[config.mk]
export PLATFORM = sky130hd
export DESIGN_NAME = adc_ctrl
export DESIGN_NICKNAME = d
export VERILOG_FILES = /design/src/hw/adc_ctrl_pkg.sv /design/src/hw/adc_ctrl.sv /design/src/hw/tad_divider.sv
export VERILOG_INCLUDE_DIRS = /design/src /design/src/hw
export SDC_FILE = /design/constraint.sdc
export NUM_CORES = 1
export LEC_CHECK = 0
export CAP_MARGIN = 5
export CORE_ASPECT_RATIO = 1.1
export CORE_MARGIN = 2
export CORE_UTILIZATION = 57
export CTS_BUF_LIST = sky130_fd_sc_hd__clkbuf_4 sky130_fd_sc_hd__clkbuf_8
export CTS_CLUSTER_DIAMETER = 30
export DETAILED_ROUTE_END_ITERATION = 10
export DONT_BUFFER_PORTS = 1
export GPL_ROUTABILITY_DRIVEN = 0
export PLACE_DENSITY = 0.73
export SYNTH_ARGS = -nofsm -noshare
export SYNTH_HDL_FRONTEND = slang
export SYNTH_SLANG_ARGS = --single-unit
[constraint.sdc]
create_clock -name hclk -period 5.86 [get_ports hclk]
set_input_delay 0 -clock hclk [delete_from_list [all_inputs] [get_ports hclk]]
set_output_delay 0 -clock hclk [all_outputs]
set_load 0.02 [all_outputs]
[src/hw/adc_ctrl_consts.svh]
// constants for the converter control block: offsets, fields, timing
`ifndef ADC_CTRL_CONSTS_SVH
`define ADC_CTRL_CONSTS_SVH
`define OFF_PORT_A_PINS      8'h05
`define OFF_PORT_E_PINS      8'h09
`define OFF_CORE_IRQ_CTRL    8'h0b
`define OFF_PERIPH_IRQ_FLAGS 8'h0c
`define OFF_CONV_RESULT      8'h1e
`define OFF_CONV_MAIN_CTRL   8'h1f
`define OFF_PORT_A_DIR       8'h85
`define OFF_PORT_E_DIR       8'h89
`define OFF_PERIPH_IRQ_EN    8'h8c
`define OFF_ANALOG_PIN_CFG   8'h9f
`define OFF_CORE_CONTROL     8'ha0
`define OFF_IRQ_STATUS       8'ha1
`define OFF_IRQ_MASK         8'ha2
`define OFF_COMPARE_CONTROL  8'ha3
`define OFF_TIMER_COUNT      8'ha4
`define RST_MAIN_CTRL        8'h00
`define RST_PERIPH_FLAGS     8'h00
`define RST_PERIPH_EN        8'h00
`define RST_ANALOG_CFG       8'h00
`define RST_PORT_A_DIR       8'h3f
`define RST_PORT_E_DIR       8'h07
`define RST_CORE_IRQ         8'h00
`define BIT_POWER_ON         0
`define BIT_GO               2
`define BIT_CONV_IRQ         6
`define BIT_GIE              7
`define BIT_PERIPHERAL_IRQ_GATE             6
`define CLKSEL_RC            2'b11
`define CMP_MODE_TRIGGER     4'hb
`define TOSC_NS              40
`define RC_TAD_NS            4000
`define RC_TAD_CYCLES        ((`RC_TAD_NS + `TOSC_NS - 1) / `TOSC_NS)
`define INSTR_CYCLES         4
`define CONV_HALF_TADS       19
`define ABORT_WAIT_TADS      2
`define IRQ_EVT_DONE         0
`define IRQ_EVT_TRIG         1
`define IRQ_EVT_ABORT        2
`endif

[src/hw/adc_ctrl_pkg.sv]
// types for the converter control block
package adc_ctrl_pkg;
    typedef enum logic [1:0] {
        conv_idle,
        conv_delay,
        conv_run,
        conv_wait
    } conv_state_e;
    typedef logic [7:0] byte_t;
endpackage

[src/hw/adc_ctrl.sv]
// converter control: sleep, reset and compare trigger behaviour
// Summary of operation
// (RQ1) runs during sleep only with rc clock
// (RQ2) rc clock delays start one instruction
// (RQ3) end clears go bit, loads result
// (RQ4) enabled converter interrupt wakes sleeping core
// (RQ5) disabled interrupt: stay asleep, power bit kept
// (RQ6) non-rc sleep aborts, powers down, bit kept
// (RQ7) software sleeps right after setting go
// (RQ8) reset clears registers, aborts, pins analog
// (RQ9) result undefined at power-on, else kept
// (RQ10) compare mode 1011 with power starts conversion
// (RQ11) compare event clears sixteen bit timer
// (RQ12) powered off: event ignored, timer cleared
// (RQ13) software selects channel, waits acquisition first
// (RQ14) clearing go aborts; two-period acquisition wait
// (RQ15) conversion lasts nine and half periods
// (RQ16) clock select: 2, 8, 32 osc or rc
// (RQ17) completion always sets converter interrupt flag
`timescale 1ns/1ns
`include "adc_ctrl_consts.svh"
module adc_ctrl
    import adc_ctrl_pkg::*;
#(
    parameter int RC_CYCLES = `RC_TAD_CYCLES
) (
    input  wire logic        hclk,
    input  wire logic        hresetn,
    input  wire logic        power_on_reset,
    input  wire logic        hsel,
    input  wire logic [31:0] haddr,
    input  wire logic [1:0]  htrans,
    input  wire logic        hwrite,
    input  wire logic [2:0]  hsize,
    input  wire logic [31:0] hwdata,
    input  wire logic        hready,
    output logic [31:0]      hrdata,
    output logic             hreadyout,
    output logic             hresp,
    input  wire logic        core_asleep,
    input  wire logic        compare_event,
    input  wire logic [7:0]  sample_data,
    output logic             converter_powered,
    output logic             sample_hold,
    output logic [2:0]       input_channel_select,
    output logic [2:0]       pin_analog_config,
    output logic [7:0]       port_a_direction,
    output logic [7:0]       port_e_direction,
    output logic             wake_request,
    output logic             timer_clear,
    output logic [15:0]      sixteen_bit_timer,
    output logic             irq
);
    byte_t       main_ctrl;
    byte_t       conversion_result;
    byte_t       irq_flags;
    byte_t       irq_enables;
    byte_t       analog_cfg;
    byte_t       core_irq;
    byte_t       port_a_dir;
    byte_t       port_e_dir;
    byte_t       compare_ctrl;
    logic [2:0]  irq_status;
    logic [2:0]  irq_mask;
    conv_state_e state;
    logic [4:0]  half_count;
    logic [1:0]  delay_count;
    logic        result_valid;
    logic        half_tick;
    logic        ap_write;
    logic [7:0]  ap_addr;
    logic        go_clear;
    logic        go_set_sw;
    logic        trigger_start;
    logic        conv_done;
    logic        conv_abort;
    logic        sleep_kill;
    logic        instr_tick;
    logic [1:0]  instr_count;
    logic [1:0]  clock_select;

    function automatic logic is_write(input logic [7:0] off);
        return ap_write && ap_addr == off;
    endfunction

    assign clock_select = main_ctrl[7:6];

    // one cycle data phase, no wait states
    assign hreadyout = 1'b1;
    assign hresp     = 1'b0;

    always_ff @(posedge hclk or negedge hresetn) begin
        if (!hresetn) begin
            ap_write <= 1'b0;
            ap_addr  <= 8'h00;
        end else if (hready) begin
            ap_write <= hsel && htrans[1] && hwrite;
            ap_addr  <= haddr[9:2];
        end
    end

    always_ff @(posedge hclk or negedge hresetn) begin
        if (!hresetn) begin
            hrdata <= 32'h00000000;
        end else if (hready && hsel && htrans[1] && !hwrite) begin
            unique case (haddr[9:2])
                `OFF_CONV_MAIN_CTRL:   hrdata <= {24'h0, main_ctrl};
                `OFF_CONV_RESULT:      hrdata <= {24'h0, conversion_result};
                `OFF_PERIPH_IRQ_FLAGS: hrdata <= {24'h0, irq_flags};
                `OFF_PERIPH_IRQ_EN:    hrdata <= {24'h0, irq_enables};
                `OFF_ANALOG_PIN_CFG:   hrdata <= {24'h0, analog_cfg};
                `OFF_CORE_IRQ_CTRL:    hrdata <= {24'h0, core_irq};
                `OFF_PORT_A_DIR:       hrdata <= {24'h0, port_a_dir};
                `OFF_PORT_E_DIR:       hrdata <= {24'h0, port_e_dir};
                `OFF_COMPARE_CONTROL:  hrdata <= {24'h0, compare_ctrl};
                `OFF_CORE_CONTROL:     hrdata <= {31'h0, result_valid};
                `OFF_IRQ_STATUS:       hrdata <= {29'h0, irq_status};
                `OFF_IRQ_MASK:         hrdata <= {29'h0, irq_mask};
                `OFF_TIMER_COUNT:      hrdata <= {16'h0, sixteen_bit_timer};
                default:               hrdata <= 32'h00000000;
            endcase
        end
    end

    // plain software registers; reset restores all of them
    always_ff @(posedge hclk or negedge hresetn) begin
        if (!hresetn) begin
            analog_cfg   <= `RST_ANALOG_CFG; // RQ8
            port_a_dir   <= `RST_PORT_A_DIR; // RQ8
            port_e_dir   <= `RST_PORT_E_DIR; // RQ8
            irq_enables  <= `RST_PERIPH_EN;
            core_irq     <= `RST_CORE_IRQ;
            compare_ctrl <= 8'h00;
            irq_mask     <= 3'h0;
        end else begin
            if (is_write(`OFF_ANALOG_PIN_CFG))
                analog_cfg <= {5'h0, hwdata[2:0]};
            if (is_write(`OFF_PORT_A_DIR))
                port_a_dir <= {2'h0, hwdata[5:0]};
            if (is_write(`OFF_PORT_E_DIR))
                port_e_dir <= {4'h0, hwdata[3:0]} | (port_e_dir & 8'hf0);
            if (is_write(`OFF_PERIPH_IRQ_EN))
                irq_enables <= hwdata[7:0];
            if (is_write(`OFF_CORE_IRQ_CTRL))
                core_irq <= hwdata[7:0];
            if (is_write(`OFF_COMPARE_CONTROL))
                compare_ctrl <= {4'h0, hwdata[3:0]};
            if (is_write(`OFF_IRQ_MASK))
                irq_mask <= hwdata[2:0];
        end
    end

    assign port_a_direction  = port_a_dir;
    assign port_e_direction  = port_e_dir;
    assign pin_analog_config = analog_cfg[2:0];
    assign input_channel_select = main_ctrl[5:3];

    assign go_set_sw = is_write(`OFF_CONV_MAIN_CTRL)
        && hwdata[`BIT_GO] && hwdata[`BIT_POWER_ON];
    assign go_clear  = is_write(`OFF_CONV_MAIN_CTRL) && !hwdata[`BIT_GO];
    assign trigger_start = compare_event && main_ctrl[`BIT_POWER_ON]
        && compare_ctrl[3:0] == `CMP_MODE_TRIGGER; // RQ10 RQ12
    assign sleep_kill = core_asleep
        && clock_select != `CLKSEL_RC; // RQ1 RQ6
    assign conv_done = state == conv_run && half_tick
        && half_count == 5'(`CONV_HALF_TADS - 1); // RQ15
    assign conv_abort = (state == conv_run || state == conv_delay)
        && (go_clear || sleep_kill || !main_ctrl[`BIT_POWER_ON]);

    // converter is held off in non-rc sleep while the power bit stays set
    assign converter_powered = main_ctrl[`BIT_POWER_ON] && !sleep_kill; // RQ6
    assign sample_hold = state == conv_run;

    tad_divider #(
        .RC_CYCLES (RC_CYCLES)
    ) u_div (
        .hclk         (hclk),
        .hresetn      (hresetn),
        .run          (state == conv_run || state == conv_wait),
        .clock_select (clock_select), // RQ16
        .half_tick    (half_tick)
    );

    // instruction cycle is four oscillator periods
    always_ff @(posedge hclk or negedge hresetn) begin
        if (!hresetn) begin
            instr_count <= 2'h0;
        end else begin
            instr_count <= instr_count + 2'h1;
        end
    end
    assign instr_tick = instr_count == 2'(`INSTR_CYCLES - 1);

    always_ff @(posedge hclk or negedge hresetn) begin
        if (!hresetn) begin
            state       <= conv_idle; // RQ8
            half_count  <= 5'h00;
            delay_count <= 2'h0;
        end else begin
            unique case (state)
                conv_idle: begin
                    half_count <= 5'h00;
                    if ((go_set_sw || trigger_start) && !sleep_kill) begin
                        if (clock_select == `CLKSEL_RC) begin
                            state       <= conv_delay; // RQ2
                            delay_count <= 2'h0;
                        end else begin
                            state <= conv_run;
                        end
                    end
                end
                conv_delay: begin
                    if (conv_abort) begin
                        state <= conv_idle;
                    end else if (instr_tick) begin
                        state <= conv_run; // RQ2
                    end
                end
                conv_run: begin
                    if (conv_abort) begin
                        state      <= conv_wait; // RQ14
                        half_count <= 5'h00;
                    end else if (conv_done) begin
                        state      <= conv_idle;
                        half_count <= 5'h00;
                    end else if (half_tick) begin
                        half_count <= half_count + 5'h01;
                    end
                end
                conv_wait: begin
                    // acquisition restarts after two conversion clocks
                    if (half_tick) begin
                        half_count <= half_count + 5'h01;
                    end
                    if (half_tick && half_count ==
                            5'(2 * `ABORT_WAIT_TADS - 1)) begin
                        state <= conv_idle; // RQ14
                    end
                end
            endcase
        end
    end

    // main control: go bit follows the conversion
    always_ff @(posedge hclk or negedge hresetn) begin
        if (!hresetn) begin
            main_ctrl <= `RST_MAIN_CTRL; // RQ8
        end else begin
            if (is_write(`OFF_CONV_MAIN_CTRL)) begin
                main_ctrl <= {hwdata[7:3], main_ctrl[`BIT_GO] && hwdata[2],
                              1'b0, hwdata[0]};
            end
            if (go_set_sw || trigger_start) begin
                main_ctrl[`BIT_GO] <= !sleep_kill; // RQ10
            end else if (conv_done || conv_abort) begin
                main_ctrl[`BIT_GO] <= 1'b0; // RQ3 RQ14
            end
        end
    end

    // result has no reset value at power-on; other resets keep it
    always_ff @(posedge hclk) begin
        if (conv_done) begin
            conversion_result <= sample_data; // RQ3
        end else if (is_write(`OFF_CONV_RESULT)) begin
            conversion_result <= hwdata[7:0];
        end
    end

    // no async reset: a later non power-on reset must keep this flag
    always_ff @(posedge hclk) begin
        if (power_on_reset) begin
            result_valid <= 1'b0; // RQ9
        end else if (conv_done || is_write(`OFF_CONV_RESULT)) begin
            result_valid <= 1'b1;
        end
    end

    // flag set wins over a software clear in the same cycle
    always_ff @(posedge hclk or negedge hresetn) begin
        if (!hresetn) begin
            irq_flags <= `RST_PERIPH_FLAGS;
        end else begin
            if (is_write(`OFF_PERIPH_IRQ_FLAGS))
                irq_flags <= hwdata[7:0];
            if (conv_done)
                irq_flags[`BIT_CONV_IRQ] <= 1'b1; // RQ17
        end
    end

    // wake needs only the enable; global gates affect vectoring, not wake
    assign wake_request = core_asleep && irq_flags[`BIT_CONV_IRQ]
        && irq_enables[`BIT_CONV_IRQ]; // RQ4 RQ5

    always_ff @(posedge hclk or negedge hresetn) begin
        if (!hresetn) begin
            irq_status <= 3'h0;
        end else begin
            irq_status <= (irq_status
                & ~(is_write(`OFF_IRQ_STATUS) ? hwdata[2:0] : 3'h0))
                | {conv_abort, trigger_start, conv_done};
        end
    end
    assign irq = |(irq_status & irq_mask);

    // in compare mode 1011 every compare event clears the timer, powered or not
    assign timer_clear = compare_event
        && compare_ctrl[3:0] == `CMP_MODE_TRIGGER; // RQ11 RQ12
    always_ff @(posedge hclk or negedge hresetn) begin
        if (!hresetn) begin
            sixteen_bit_timer <= 16'h0000;
        end else if (timer_clear) begin
            sixteen_bit_timer <= 16'h0000; // RQ11
        end else if (instr_tick) begin
            sixteen_bit_timer <= sixteen_bit_timer + 16'h0001;
        end
    end
endmodule

[src/hw/tad_divider.sv]
// conversion clock enable divider: half-period ticks of the selected clock
`timescale 1ns/1ns
`include "adc_ctrl_consts.svh"
module tad_divider
    import adc_ctrl_pkg::*;
#(
    parameter int RC_CYCLES = `RC_TAD_CYCLES
) (
    input  wire logic       hclk,
    input  wire logic       hresetn,
    input  wire logic       run,
    input  wire logic [1:0] clock_select,
    output logic            half_tick
);
    logic [11:0] count;
    logic [11:0] limit;

    // half a conversion clock period, in system cycles
    always_comb begin
        unique case (clock_select)
            2'b00:   limit = 12'h001;
            2'b01:   limit = 12'h004;
            2'b10:   limit = 12'h010;
            2'b11:   limit = 12'(RC_CYCLES / 2);
        endcase
    end

    always_ff @(posedge hclk or negedge hresetn) begin
        if (!hresetn) begin
            count <= 12'h000;
        end else if (!run || half_tick) begin
            count <= 12'h000;
        end else begin
            count <= count + 12'h001;
        end
    end

    assign half_tick = run && (count == limit - 12'h001);
endmodule

==> qor.yml, run 1 <==
setup_path:
  path_class: "flip-flop to flip-flop"
  arrival_ps: 3020
  max_stage_delay_ps: 560
  critPathMostFrequentCell: "nand2_1"
  path_delay_family: "simple AND/OR/NAND/NOR gates"
  critPathLaunchType: "flip-flop"
  path_max_fanout: 12
  crit_slowest_cell: "nand2_1"
  crit_chain: "inv_1, ha_1, xnor2_1, o211ai_1, nor3b_1, nand2_1, nand2_1"
  cp.buffers_inverters: 1
  cp-end-kind: "flip-flop"
  crit_required_ps: 5930
die:
  placeableCoreArea_um2: 11400
  start_util: 0.579
  num_rows: 41
  io_pins: 162
  fp.dieW_um: 107
  die_h_um: 117
  dieArea_um2: 12500
drt:
  post_drt_wl_per_cell_um: 20.1
  drtIter0Drc: 290
  wl_mm: 16.0
  drcViolationCount: 0
  drtPass1Iterations: 5
  viasPerCell: 5.99
  vias: 4763
  drtAntennaViolNets: 0
global_routing:
  grt_overflow: 0
  grt_pass1_vias: 4871
  grt_max_degree: 117
  track_usage: 0.269
  antenna_found_initial: 1
  grt_pass1_wl_mm: 25.2
final_layout:
  nets: 732
  syn_to_final_growth_pct: 11.3
  drive_gt1_frac: 0.185
  nFillCells: 875
  fin_cells: 795
cts:
  cts_tree: "yes"
  cts_root_buf: "clkbuf_8"
  post_cts_buffers: 0
  cts_num_sinks: 125
  clk_latency_ps: 430
  htree_levels: 4
  cts_made_buffers: 17
  cts_buffer_depth: 2
  clkTransAtPathRegs_ps: 70
timing:
  period_needed_ps: 2950
  finalHoldViolations: 0
  maxSlewHeadroom: 0.292
  fin_crit_sh: 0.503
  fin_skew_ps: 10.6
  drv_slew: 0
  grt_setup_unrepaired: "false"
  tightest_slew_ps: 1060
  finalSetupViolCount: 0
  max_freq_mhz: 339
  tns_ps: 0
logic_synthesis:
  synth_edf_count: 8
  ys_ff_latch: 125
  yosysUniqueCellTypes: 71
  synth_area_um2: 6600
  synthCells: 608
  synth-async-reset-ratio: 0.928
  ys_warn_count: 0
  ys.flop_type: "dfrtp_1"
  avgSynthCellArea_um2: 10.9
  ys_seq_area_frac: 0.481
worst_hold_path:
  hold_path.class: "input pin to flip-flop"
placed_design:
  dp.cells: 732
  hpwl_mm: 10.5
  port_buffers: 0
flow_run:
  cap_violations: 0
pwr:
  p_leak_nw: 3.17
  power_density_nw_per_um2: 306
  peakVddDrop_mv: 0.184
run_status:
  status: "finished, final reports clean"
[Yosys cell counts (all sizes together), types with 3 or more instances]
library cell,instances,share of area
o21ai,18,0.015
xor2,18,0.024
or3,5,0.0047
mux2i,16,0.024
buf,34,0.038
a31oi,4,0.0038
edfxtp,8,0.036
nor2,57,0.032
nand4b,3,0.0040
nand4,15,0.014
o211ai,3,0.0034
a22o,4,0.0053
clkbuf,15,0.0085
o22ai,5,0.0057
nor3,9,0.0068
nor2b,6,0.0057
a22oi,7,0.0080
a221oi,4,0.0080
mux2,67,0.11
nor4,3,0.0038
and4b,5,0.0076
or2,3,0.0032
nand2,58,0.033
and3,10,0.010
inv,16,0.0091
xnor2,10,0.013
ha,16,0.030
nand2b,7,0.0066
a21oi,12,0.0091
nand3,20,0.017
dfrtp,107,0.41
dfstp,9,0.036
[worst reg2reg max path, stage by stage (launching register included)]
cell and delay, ps:
dfrtp_1 430, inv_1 110, ha_1 330, xnor2_1 180, o211ai_1 190, nor3b_1 340, nand2_1 450, nand2_1 560
[final cells by class]
class / instances / area [um^2] / area share
Sequential cell: 125 / 3170 / 0.432
Multi-Input combinational cell: 440 / 3150 / 0.429
Timing Repair Buffer: 31 / 325 / 0.0443
Clock buffer: 21 / 277 / 0.0377
Tap cell: 150 / 188 / 0.0256
Clock inverter: 10 / 164 / 0.0223
Inverter: 16 / 60.1 / 0.00818
Antenna cell: 2 / 5.00 / 0.000682
[cells by family after synthesis]
group / count (synthesis) / synth area share
AND/OR/NAND/NOR: 216 / 0.170
other: 2 / 0.00114
multiplexers: 84 / 0.142
flip-flops: 125 / 0.481
adder cells (fa/ha/maj): 16 / 0.0303
buffers and inverters: 65 / 0.0561
AO/OA/AOI/OAI: 72 / 0.0823
XOR/XNOR: 28 / 0.0372
[where the power goes]
group / internal (mW) / total, mW / switching [mW]
clock: 0.494 / 0.832 / 0.338
combinational: 0.140 / 0.344 / 0.204
sequential: 0.936 / 1.07 / 0.137
[repair_timing]
item / CTS / global route
hold buffers: 30 / 0
resized for setup: 0 / 0
hold endpoints to repair: 196 / 0
[final timing paths]
| check | start | to | slack, ps | depth (start not counted) |
|---|---|---|---|---|
| max | main_ctrl[6]$_DFFE_PN0N_ | conversion_result[6]$_DFFE_PP_ | 2910 | 7 |
| min | haddr[9] | hrdata[3]$_DFFE_PN0P_ | 20 | 5 |
| max reg2reg | main_ctrl[6]$_DFFE_PN0N_ | conversion_result[6]$_DFFE_PP_ | 2910 | 7 |
| min reg2reg | instr_count[0]$_DFF_PN0_ | instr_count[0]$_DFF_PN0_ | 430 | 1 |
| max in group asynchronous | hresetn | irq_status[2]$_DFF_PN0_ | 5190 | 2 |
| min in group asynchronous | hresetn | half_count[0]$_DFFE_PN0P_ | 170 | 2 |
[registers in the layout, summed over array words and instances (netlist names)]
register,flops
irq_enables,8
u_div.count,12
compare_ctrl,4
conversion_result,8
irq_status,3
state,2
ap_write,1
hrdata,16
port_e_direction,4
irq_mask,3
core_irq,8
result_valid,1
sixteen_bit_timer,16
half_count,5
analog_cfg,3
irq_flags,8
instr_count,2
port_a_direction,6
ap_addr,8
main_ctrl,7
[stage by stage]
step                       util  setup slack (ps)  hold slack (ps)  area [um^2]  power [mW]
final                     0.645              2910             23.2         7340        2.25
after global routing      0.645              2780             26.3         7340        2.34
after CTS                 0.644              2910             1.45         7340        2.26
after detailed placement  0.578              2940             -290         6580        1.38
after global placement    0.578              3030             -290         6580        1.36
after floorplan               -              3670             -296         6680        1.33
[placed cells by master, fill, tap and decap left out, types with 16 or more instances in the layout]
master and instances:
mux2i_1 16, clkbuf_8 19, xor2_1 18, nand3_1 19, dfrtp_1 107, dlygate4sd3_1 29
ha_1 16, nor2_1 57, nand2_1 58, conb_1 24, mux2_2 64, inv_1 16
[metal layers]
| layer | vias to the layer above | track usage | wire length (um) |
|---|---|---|---|
| li1 | 2176 | - | - |
| met1 | 2348 | 0.320 | 6340 |
| met2 | 196 | 0.445 | 7830 |
| met3 | 43 | 0.0803 | 1210 |
| met4 | 0 | 0.141 | 566 |
| met5 | - | 0 | 0 |
Note: power is estimated with default switching activity, not from simulation.
==> run 2, diff against run 1 <==
==> constraint.sdc (replaced) <==
create_clock -name hclk -period 3.1 [get_ports hclk]
set_input_delay 0 -clock hclk [delete_from_list [all_inputs] [get_ports hclk]]
set_output_delay 0 -clock hclk [all_outputs]
set_load 0.02 [all_outputs]
==> run 2 against run 1 <==
  * Clock skew down 0.73 ps
  * Final cell count grew 0.63%
  * Clock-buffer cell count increased by 1
  * Clock power rose by 72%
  * Power grew 83%
  * Fmax is 18% higher
  * Utilization is essentially flat
  * Sequential cell count unchanged
  * Via count is the same
  * Die area unchanged
  * Wire length is 0.71% lower
==> qor.yml, run 2 (synthesized netlist as in run 1, its figures left out) <==
global_routing:
  track_usage: 0.263  # -0.00579
  grt_max_degree: 117  # unchanged
  grt_overflow: 0  # unchanged
  grt_pass1_vias: 4768  # -2.1%
  grt_pass1_wl_mm: 24.6  # -2.1%
  antenna_found_initial: 1  # unchanged
setup_path:
  cp-startpoint: "main_ctrl[6]$_DFFE_PN0N_"
  crit_required_ps: 3410  # -2520 ps
  cp.buffers_inverters: 1  # unchanged
  cp.depth: 8  # +1
  r2r_cells: 8  # +1
  path_max_fanout: 5  # -7
  path_delay_family: "compound AO/OA/AOI/OAI gates"
  reg2reg_to: "state[0]$_DFFE_PN0P_"
  cp-endpoint: "state[0]$_DFFE_PN0P_"
  reg2reg_from: "main_ctrl[6]$_DFFE_PN0N_"
  critPathLaunchType: "flip-flop"
  r2r_slack_ps: 600  # -2320 ps
  path_class: "flip-flop to flip-flop"
  arrival_ps: 2820  # -200 ps
  crit_chain: "inv_1, ha_1, xnor2_1, o211ai_1, nor3b_1, o22ai_1, a221oi_4, mux2_1"
  cp-end-kind: "flip-flop"
  crit_slowest_cell: "dfrtp_1"
  max_stage_delay_ps: 440  # -120 ps
drt:
  drtIter0Drc: 242  # -17%
  wl_mm: 15.8  # -0.71%
  drcViolationCount: 0  # unchanged
  vias: 4763  # unchanged
  post_drt_wl_per_cell_um: 19.8  # -1.3%
  drtPass1Iterations: 5  # unchanged
  drtAntennaViolNets: 0  # unchanged
  viasPerCell: 5.95  # -0.62%
timing:
  drv_slew: 0  # unchanged
  fin_crit_sh: 0.807  # +0.305
  grt_setup_unrepaired: "false"
  finalHoldViolations: 0  # unchanged
  max_freq_mhz: 399  # +18%
  tns_ps: 0  # unchanged
  tightest_slew_ps: 879  # -179 ps
  setup_slack_ps: 597  # -2320 ps
  fin_skew_ps: 9.91  # -0.732 ps
  period_needed_ps: 2500  # -444 ps
  finalSetupViolCount: 0  # unchanged
  maxSlewHeadroom: 0.412  # +0.120
final_layout:
  drive_gt1_frac: 0.191  # +0.00599
  syn_to_final_growth_pct: 11.3  # about the same
  nets: 737  # +0.68%
  reg_top3: "hrdata x16, sixteen_bit_timer x16, u_div.count x12"
  final_common_cell: "dfrtp_1"
  layout_common_cells: "dfrtp_1, mux2_2, nand2_1, nor2_1, dlygate4sd3_1"
  nFillCells: 915  # +4.6%
  design_area_um2: 7340  # about the same
die:
  fp.dieW_um: 107  # unchanged
  placeableCoreArea_um2: 11400  # unchanged
  io_pins: 162  # unchanged
  start_util: 0.579  # unchanged
  dieArea_um2: 12500  # unchanged
  die_h_um: 117  # unchanged
  num_rows: 41  # unchanged
cts:
  cts_tree: "yes"
  clk_latency_ps: 440  # about the same
  cts_made_buffers: 17  # unchanged
  htree_levels: 4  # unchanged
  clkTransAtPathRegs_ps: 70  # about the same
  post_cts_buffers: 0  # unchanged
  cts_root_buf: "clkbuf_8"
  cts_buffer_depth: 2  # unchanged
  cts_num_sinks: 125  # unchanged
placed_design:
  placed_area_um2: 6610  # +0.46%
  hpwl_mm: 10.6  # +0.97%
  port_buffers: 0  # unchanged
  place_ws_ps: 605  # -2340 ps
pwr:
  p_leak_nw: 3.17  # about the same
  power_density_nw_per_um2: 561  # +83%
  peakVddDrop_mv: 0.287  # +57%
worst_hold_path:
  hold_path.class: "input pin to flip-flop"
  hold_start: "haddr[2]"
run_status:
  status: "finished, final reports clean"
flow_run:
  cap_violations: 0  # unchanged
## run 2: power breakdown
| part | leakage, nW | switching [mW] | internal [mW] | total, mW |
|---|---|---|---|---|
| logic | 1.44 | 0.385 | 0.276 | 0.661 |
| clock network | 0.198 | 0.640 | 0.792 | 1.43 |
| registers | 1.53 | 0.260 | 1.77 | 2.03 |
## run 2: per-layer routing
| metal | part of all wire | up-vias | track usage | routed length (um) |
|---|---|---|---|---|
| met3 | 0.080 | 42 | 0.0720 | 1270 |
| met2 | 0.48 | 192 | 0.433 | 7630 |
| met4 | 0.039 | 0 | 0.134 | 622 |
| li1 | - | 2180 | - | - |
| met1 | 0.40 | 2349 | 0.321 | 6320 |
| met5 | 0 | - | 0 | 0 |
## run 2: final cells by class
type,instances,area (um^2),share of cell area
diodes,1,2.50,0.000341
clock buffers,22,290,0.0395
clock inverters,10,114,0.0155
inverters,16,60.1,0.00818
multi-input cells,440,3150,0.429
flip-flops and latches,125,3170,0.432
well taps,150,188,0.0256
repair buffers,36,365,0.0497
## run 2: worst min path at each step
stage / to / slack (ps) / cells past startpoint
4_1_cts: hrdata[4]$_DFFE_PN0P_ / 1 / 5
5_1_grt: hrdata[2]$_DFFE_PN0P_ / 50 / 4
3_5_place_dp: half_count[2]$_DFFE_PN0P_ / -290 / 0
3_3_place_gp: half_count[3]$_DFFE_PN0P_ / -290 / 0
6_report: hrdata[4]$_DFFE_PN0P_ / 20 / 5
2_1_floorplan: analog_cfg[0]$_DFFE_PN0P_ / -300 / 0
## run 2: repair_timing
action | 4_1_cts | 5_1_grt
hold endpoints to repair | 202 | 0
hold buffers | 31 | 0
resized for setup | 0 | 0
## run 2: tightest hold or removal path, delay by kind of cell
family             cells  cell delay, ps
AOI/OAI and AO/OA      3             260
and+or+nand+nor        1              80
muxes                  1              60
## run 2: through the flow
step	hold slack, ps	power (mW)	utilization	instances
6_report	16.2	4.12	0.645	800
5_1_grt	45.5	4.31	0.645	800
3_5_place_dp	-290	2.63	0.580	736
2_1_floorplan	-296	2.51	-	630
4_1_cts	0.981	4.14	0.645	799
3_3_place_gp	-290	2.59	0.580	736
==> run 3, diff against run 2 <==
--- a/config.mk
+++ b/config.mk
@@ -15,7 +15,7 @@
 export DETAILED_ROUTE_END_ITERATION = 10
 export DONT_BUFFER_PORTS = 1
 export GPL_ROUTABILITY_DRIVEN = 0
-export PLACE_DENSITY = 0.73
+export PLACE_DENSITY = 0.76
 export SYNTH_ARGS = -nofsm -noshare
 export SYNTH_HDL_FRONTEND = slang
 export SYNTH_SLANG_ARGS = --single-unit
==> constraint.sdc (replaced) <==
create_clock -name hclk -period 2.2 [get_ports hclk]
set_input_delay 0 -clock hclk [delete_from_list [all_inputs] [get_ports hclk]]
set_output_delay 0 -clock hclk [all_outputs]
set_load 0.02 [all_outputs]
==> run 3 against run 2 <==
  * The run now ends with negative hold slack, negative setup slack left
  * Hold slack got worse by 750 ps
  * Fmax rose by 10%
  * Clock power rose by 43%
  * Sequential power rose by 38%
  * Sequential share of layout area fell by 1.5 points
==> qor.yml, run 3 (synthesized netlist as in run 1, its figures left out) <==
die:
  io_pins: 162  # unchanged
  num_rows: 41  # unchanged
  die_h_um: 117  # unchanged
  start_util: 0.579  # unchanged
  placeableCoreArea_um2: 11400  # unchanged
  dieArea_um2: 12500  # unchanged
  fp.dieW_um: 107  # unchanged
final_layout:
  syn_to_final_growth_pct: 15.4
  fin_cells: 820  # +2.5%
  multi_input_area_um2: 3270  # +3.7%
  layout_common_cells: "dfrtp_1, mux2_2, nand2_1, nor2_1, dlygate4sd3_1"
  nFillCells: 839  # -8.3%
  drive_gt1_frac: 0.239  # +0.0481
  nets: 757  # +2.7%
  final_common_cell: "dfrtp_1"
  reg_top3: "hrdata x16, sixteen_bit_timer x16, u_div.count x12"
  layout.area.seq_um2: 3180  # about the same
setup_path:
  path_delay_family: "simple AND/OR/NAND/NOR gates"
  max_stage_delay_ps: 400  # -40 ps
  path_max_fanout: 6  # +1
  path_class: "flip-flop to flip-flop"
  cp-end-kind: "flip-flop"
  crit_chain: "buf_6, ha_2, and3_4, o211ai_1, nor3b_2, nand2_1, buf_6, mux2_4"
  cp.buffers_inverters: 2  # +1
  critPathLaunchType: "flip-flop"
  r2r_cells: 8  # unchanged
  critPathMostFrequentCell: "buf_6"
  crit_slowest_cell: "dfrtp_1"
  crit_required_ps: 2390  # -1020 ps
  cp.depth: 8  # unchanged
  arrival_ps: 2450  # -370 ps
drt:
  post_drt_wl_per_cell_um: 20.4  # +3.2%
  drtAntennaViolNets: 0  # unchanged
  drcViolationCount: 0  # unchanged
  vias: 4964  # +4.2%
  viasPerCell: 6.05  # +1.7%
  drtIter0Drc: 250  # +3.3%
  drtPass1Iterations: 6  # +1
  wl_mm: 16.8  # +5.8%
global_routing:
  grt_pass1_wl_mm: 25.9  # +5.0%
  grt_pass1_vias: 5072  # +6.4%
  grt_overflow: 0  # unchanged
  antenna_found_initial: 1  # unchanged
  track_usage: 0.273  # +0.0105
  grt_max_degree: 117  # unchanged
timing:
  finalHoldViolations: 116  # +116
  tightest_slew_ps: 705  # -174 ps
  fin_crit_sh: 1.03  # +0.223
  max_freq_mhz: 441  # +10%
  maxSlewHeadroom: 0.529  # +0.117
  setup_slack_ps: -67.4  # -664 ps
  period_needed_ps: 2270  # -236 ps
  drv_slew: 0  # unchanged
  fin_skew_ps: 14.6  # +4.72 ps
  whs_ps: -738  # -754 ps
  finalSetupViolCount: 11  # +11
  tns_ps: -506  # -506 ps
  grt_setup_unrepaired: "true"
placed_design:
  port_buffers: 0  # unchanged
  place_ws_ps: -61.8  # -666 ps
  hpwl_mm: 11.0  # +3.4%
  dp.cells: 756  # +2.7%
cts:
  cts_tree: "yes"
  htree_levels: 4  # unchanged
  cts_buffer_depth: 2  # unchanged
  clkTransAtPathRegs_ps: 70  # about the same
  postCtsHoldBufs: 29  # -6.5%
  cts_root_buf: "clkbuf_8"
  cts_made_buffers: 17  # unchanged
  clk_latency_ps: 430  # about the same
  cts_num_sinks: 125  # unchanged
run_status:
  status: "finished, violations left"
  violations: "negative hold slack, negative setup slack"
pwr:
  p_total_mw: 6.02  # +46%
  p_leak_nw: 3.32  # +4.7%
  peakVddDrop_mv: 0.556  # +94%
  power_density_nw_per_um2: 791  # +41%
flow_run:
  cap_violations: 0  # unchanged
worst_hold_path:
  hold_path.class: "input pin to asynchronous set/reset pin"
[run 3: changes by cell type in the layout (fill, tap and decap cells not counted), moves of 3 or more]
cell / change
buf_4: +18
buf_6: +4
ha_1: -3
mux2_2: -8
mux2_4: +9
[run 3: path summary, 6_finish.rpt]
kind,start,endpoint,slack (ps)
worst max-delay path,main_ctrl[6]$_DFFE_PN0N_,conversion_result[5]$_DFFE_PP_,-70
worst min-delay path,hresetn,half_count[2]$_DFFE_PN0P_,-740
worst max register to register,main_ctrl[6]$_DFFE_PN0N_,conversion_result[5]$_DFFE_PP_,-70
worst min register to register,instr_count[0]$_DFF_PN0_,instr_count[0]$_DFF_PN0_,420
max in group asynchronous,hresetn,port_a_direction[5]$_DFFE_PN1P_,2730
min in group hclk,haddr[6],hrdata[0]$_DFFE_PN0P_,20
[run 3: metrics by stage]
stage          utilization  hold slack [ps]  area, um^2
3_5_place_dp         0.594             -290        6760
4_1_cts              0.658             -764        7490
3_3_place_gp         0.594             -290        6760
6_report             0.668             -738        7610
2_1_floorplan            -             -296        6680
5_1_grt              0.668             -774        7610
[run 3: per-layer routing]
metal  share of wire  GRT usage  wire length, um
met1            0.39      0.313             6580
met2            0.49      0.450             8170
met3           0.076     0.0925             1280
met4           0.043      0.162              720
met5               0          0                0
[run 3: where the power goes]
part           total [mW]  leakage (nW)  switching [mW]  internal [mW]
Clock                2.04         0.203           0.901           1.14
Combinational        1.18          1.58           0.648          0.529
Sequential           2.81          1.53           0.314           2.49
[run 3: what timing repair did]
item / CTS / global route
resized for setup: 4 / 26
endpoints found under the setup margin: 18 / 23
pin swaps: 5 / 13
endpoints found under the hold margin: 202 / 116
buffers inserted: 1 / 2
[run 3: final cells by class]
type / instances / area share
antenna: 1 / 0.000329
clock buffer: 23 / 0.0391
clock inverter: 9 / 0.0146
inverter: 16 / 0.00789
multi-input combinational: 440 / 0.429
sequential: 125 / 0.417
tap: 150 / 0.0247
timing repair buffer: 56 / 0.0667
[run 3: worst reg2reg max path: stages, from the launching register on]
cell and delay, ps:
dfrtp_1 400, buf_6 130, ha_2 200, and3_4 190, o211ai_1 360, nor3b_2 110, nand2_1 150, buf_6 180
mux2_4 320
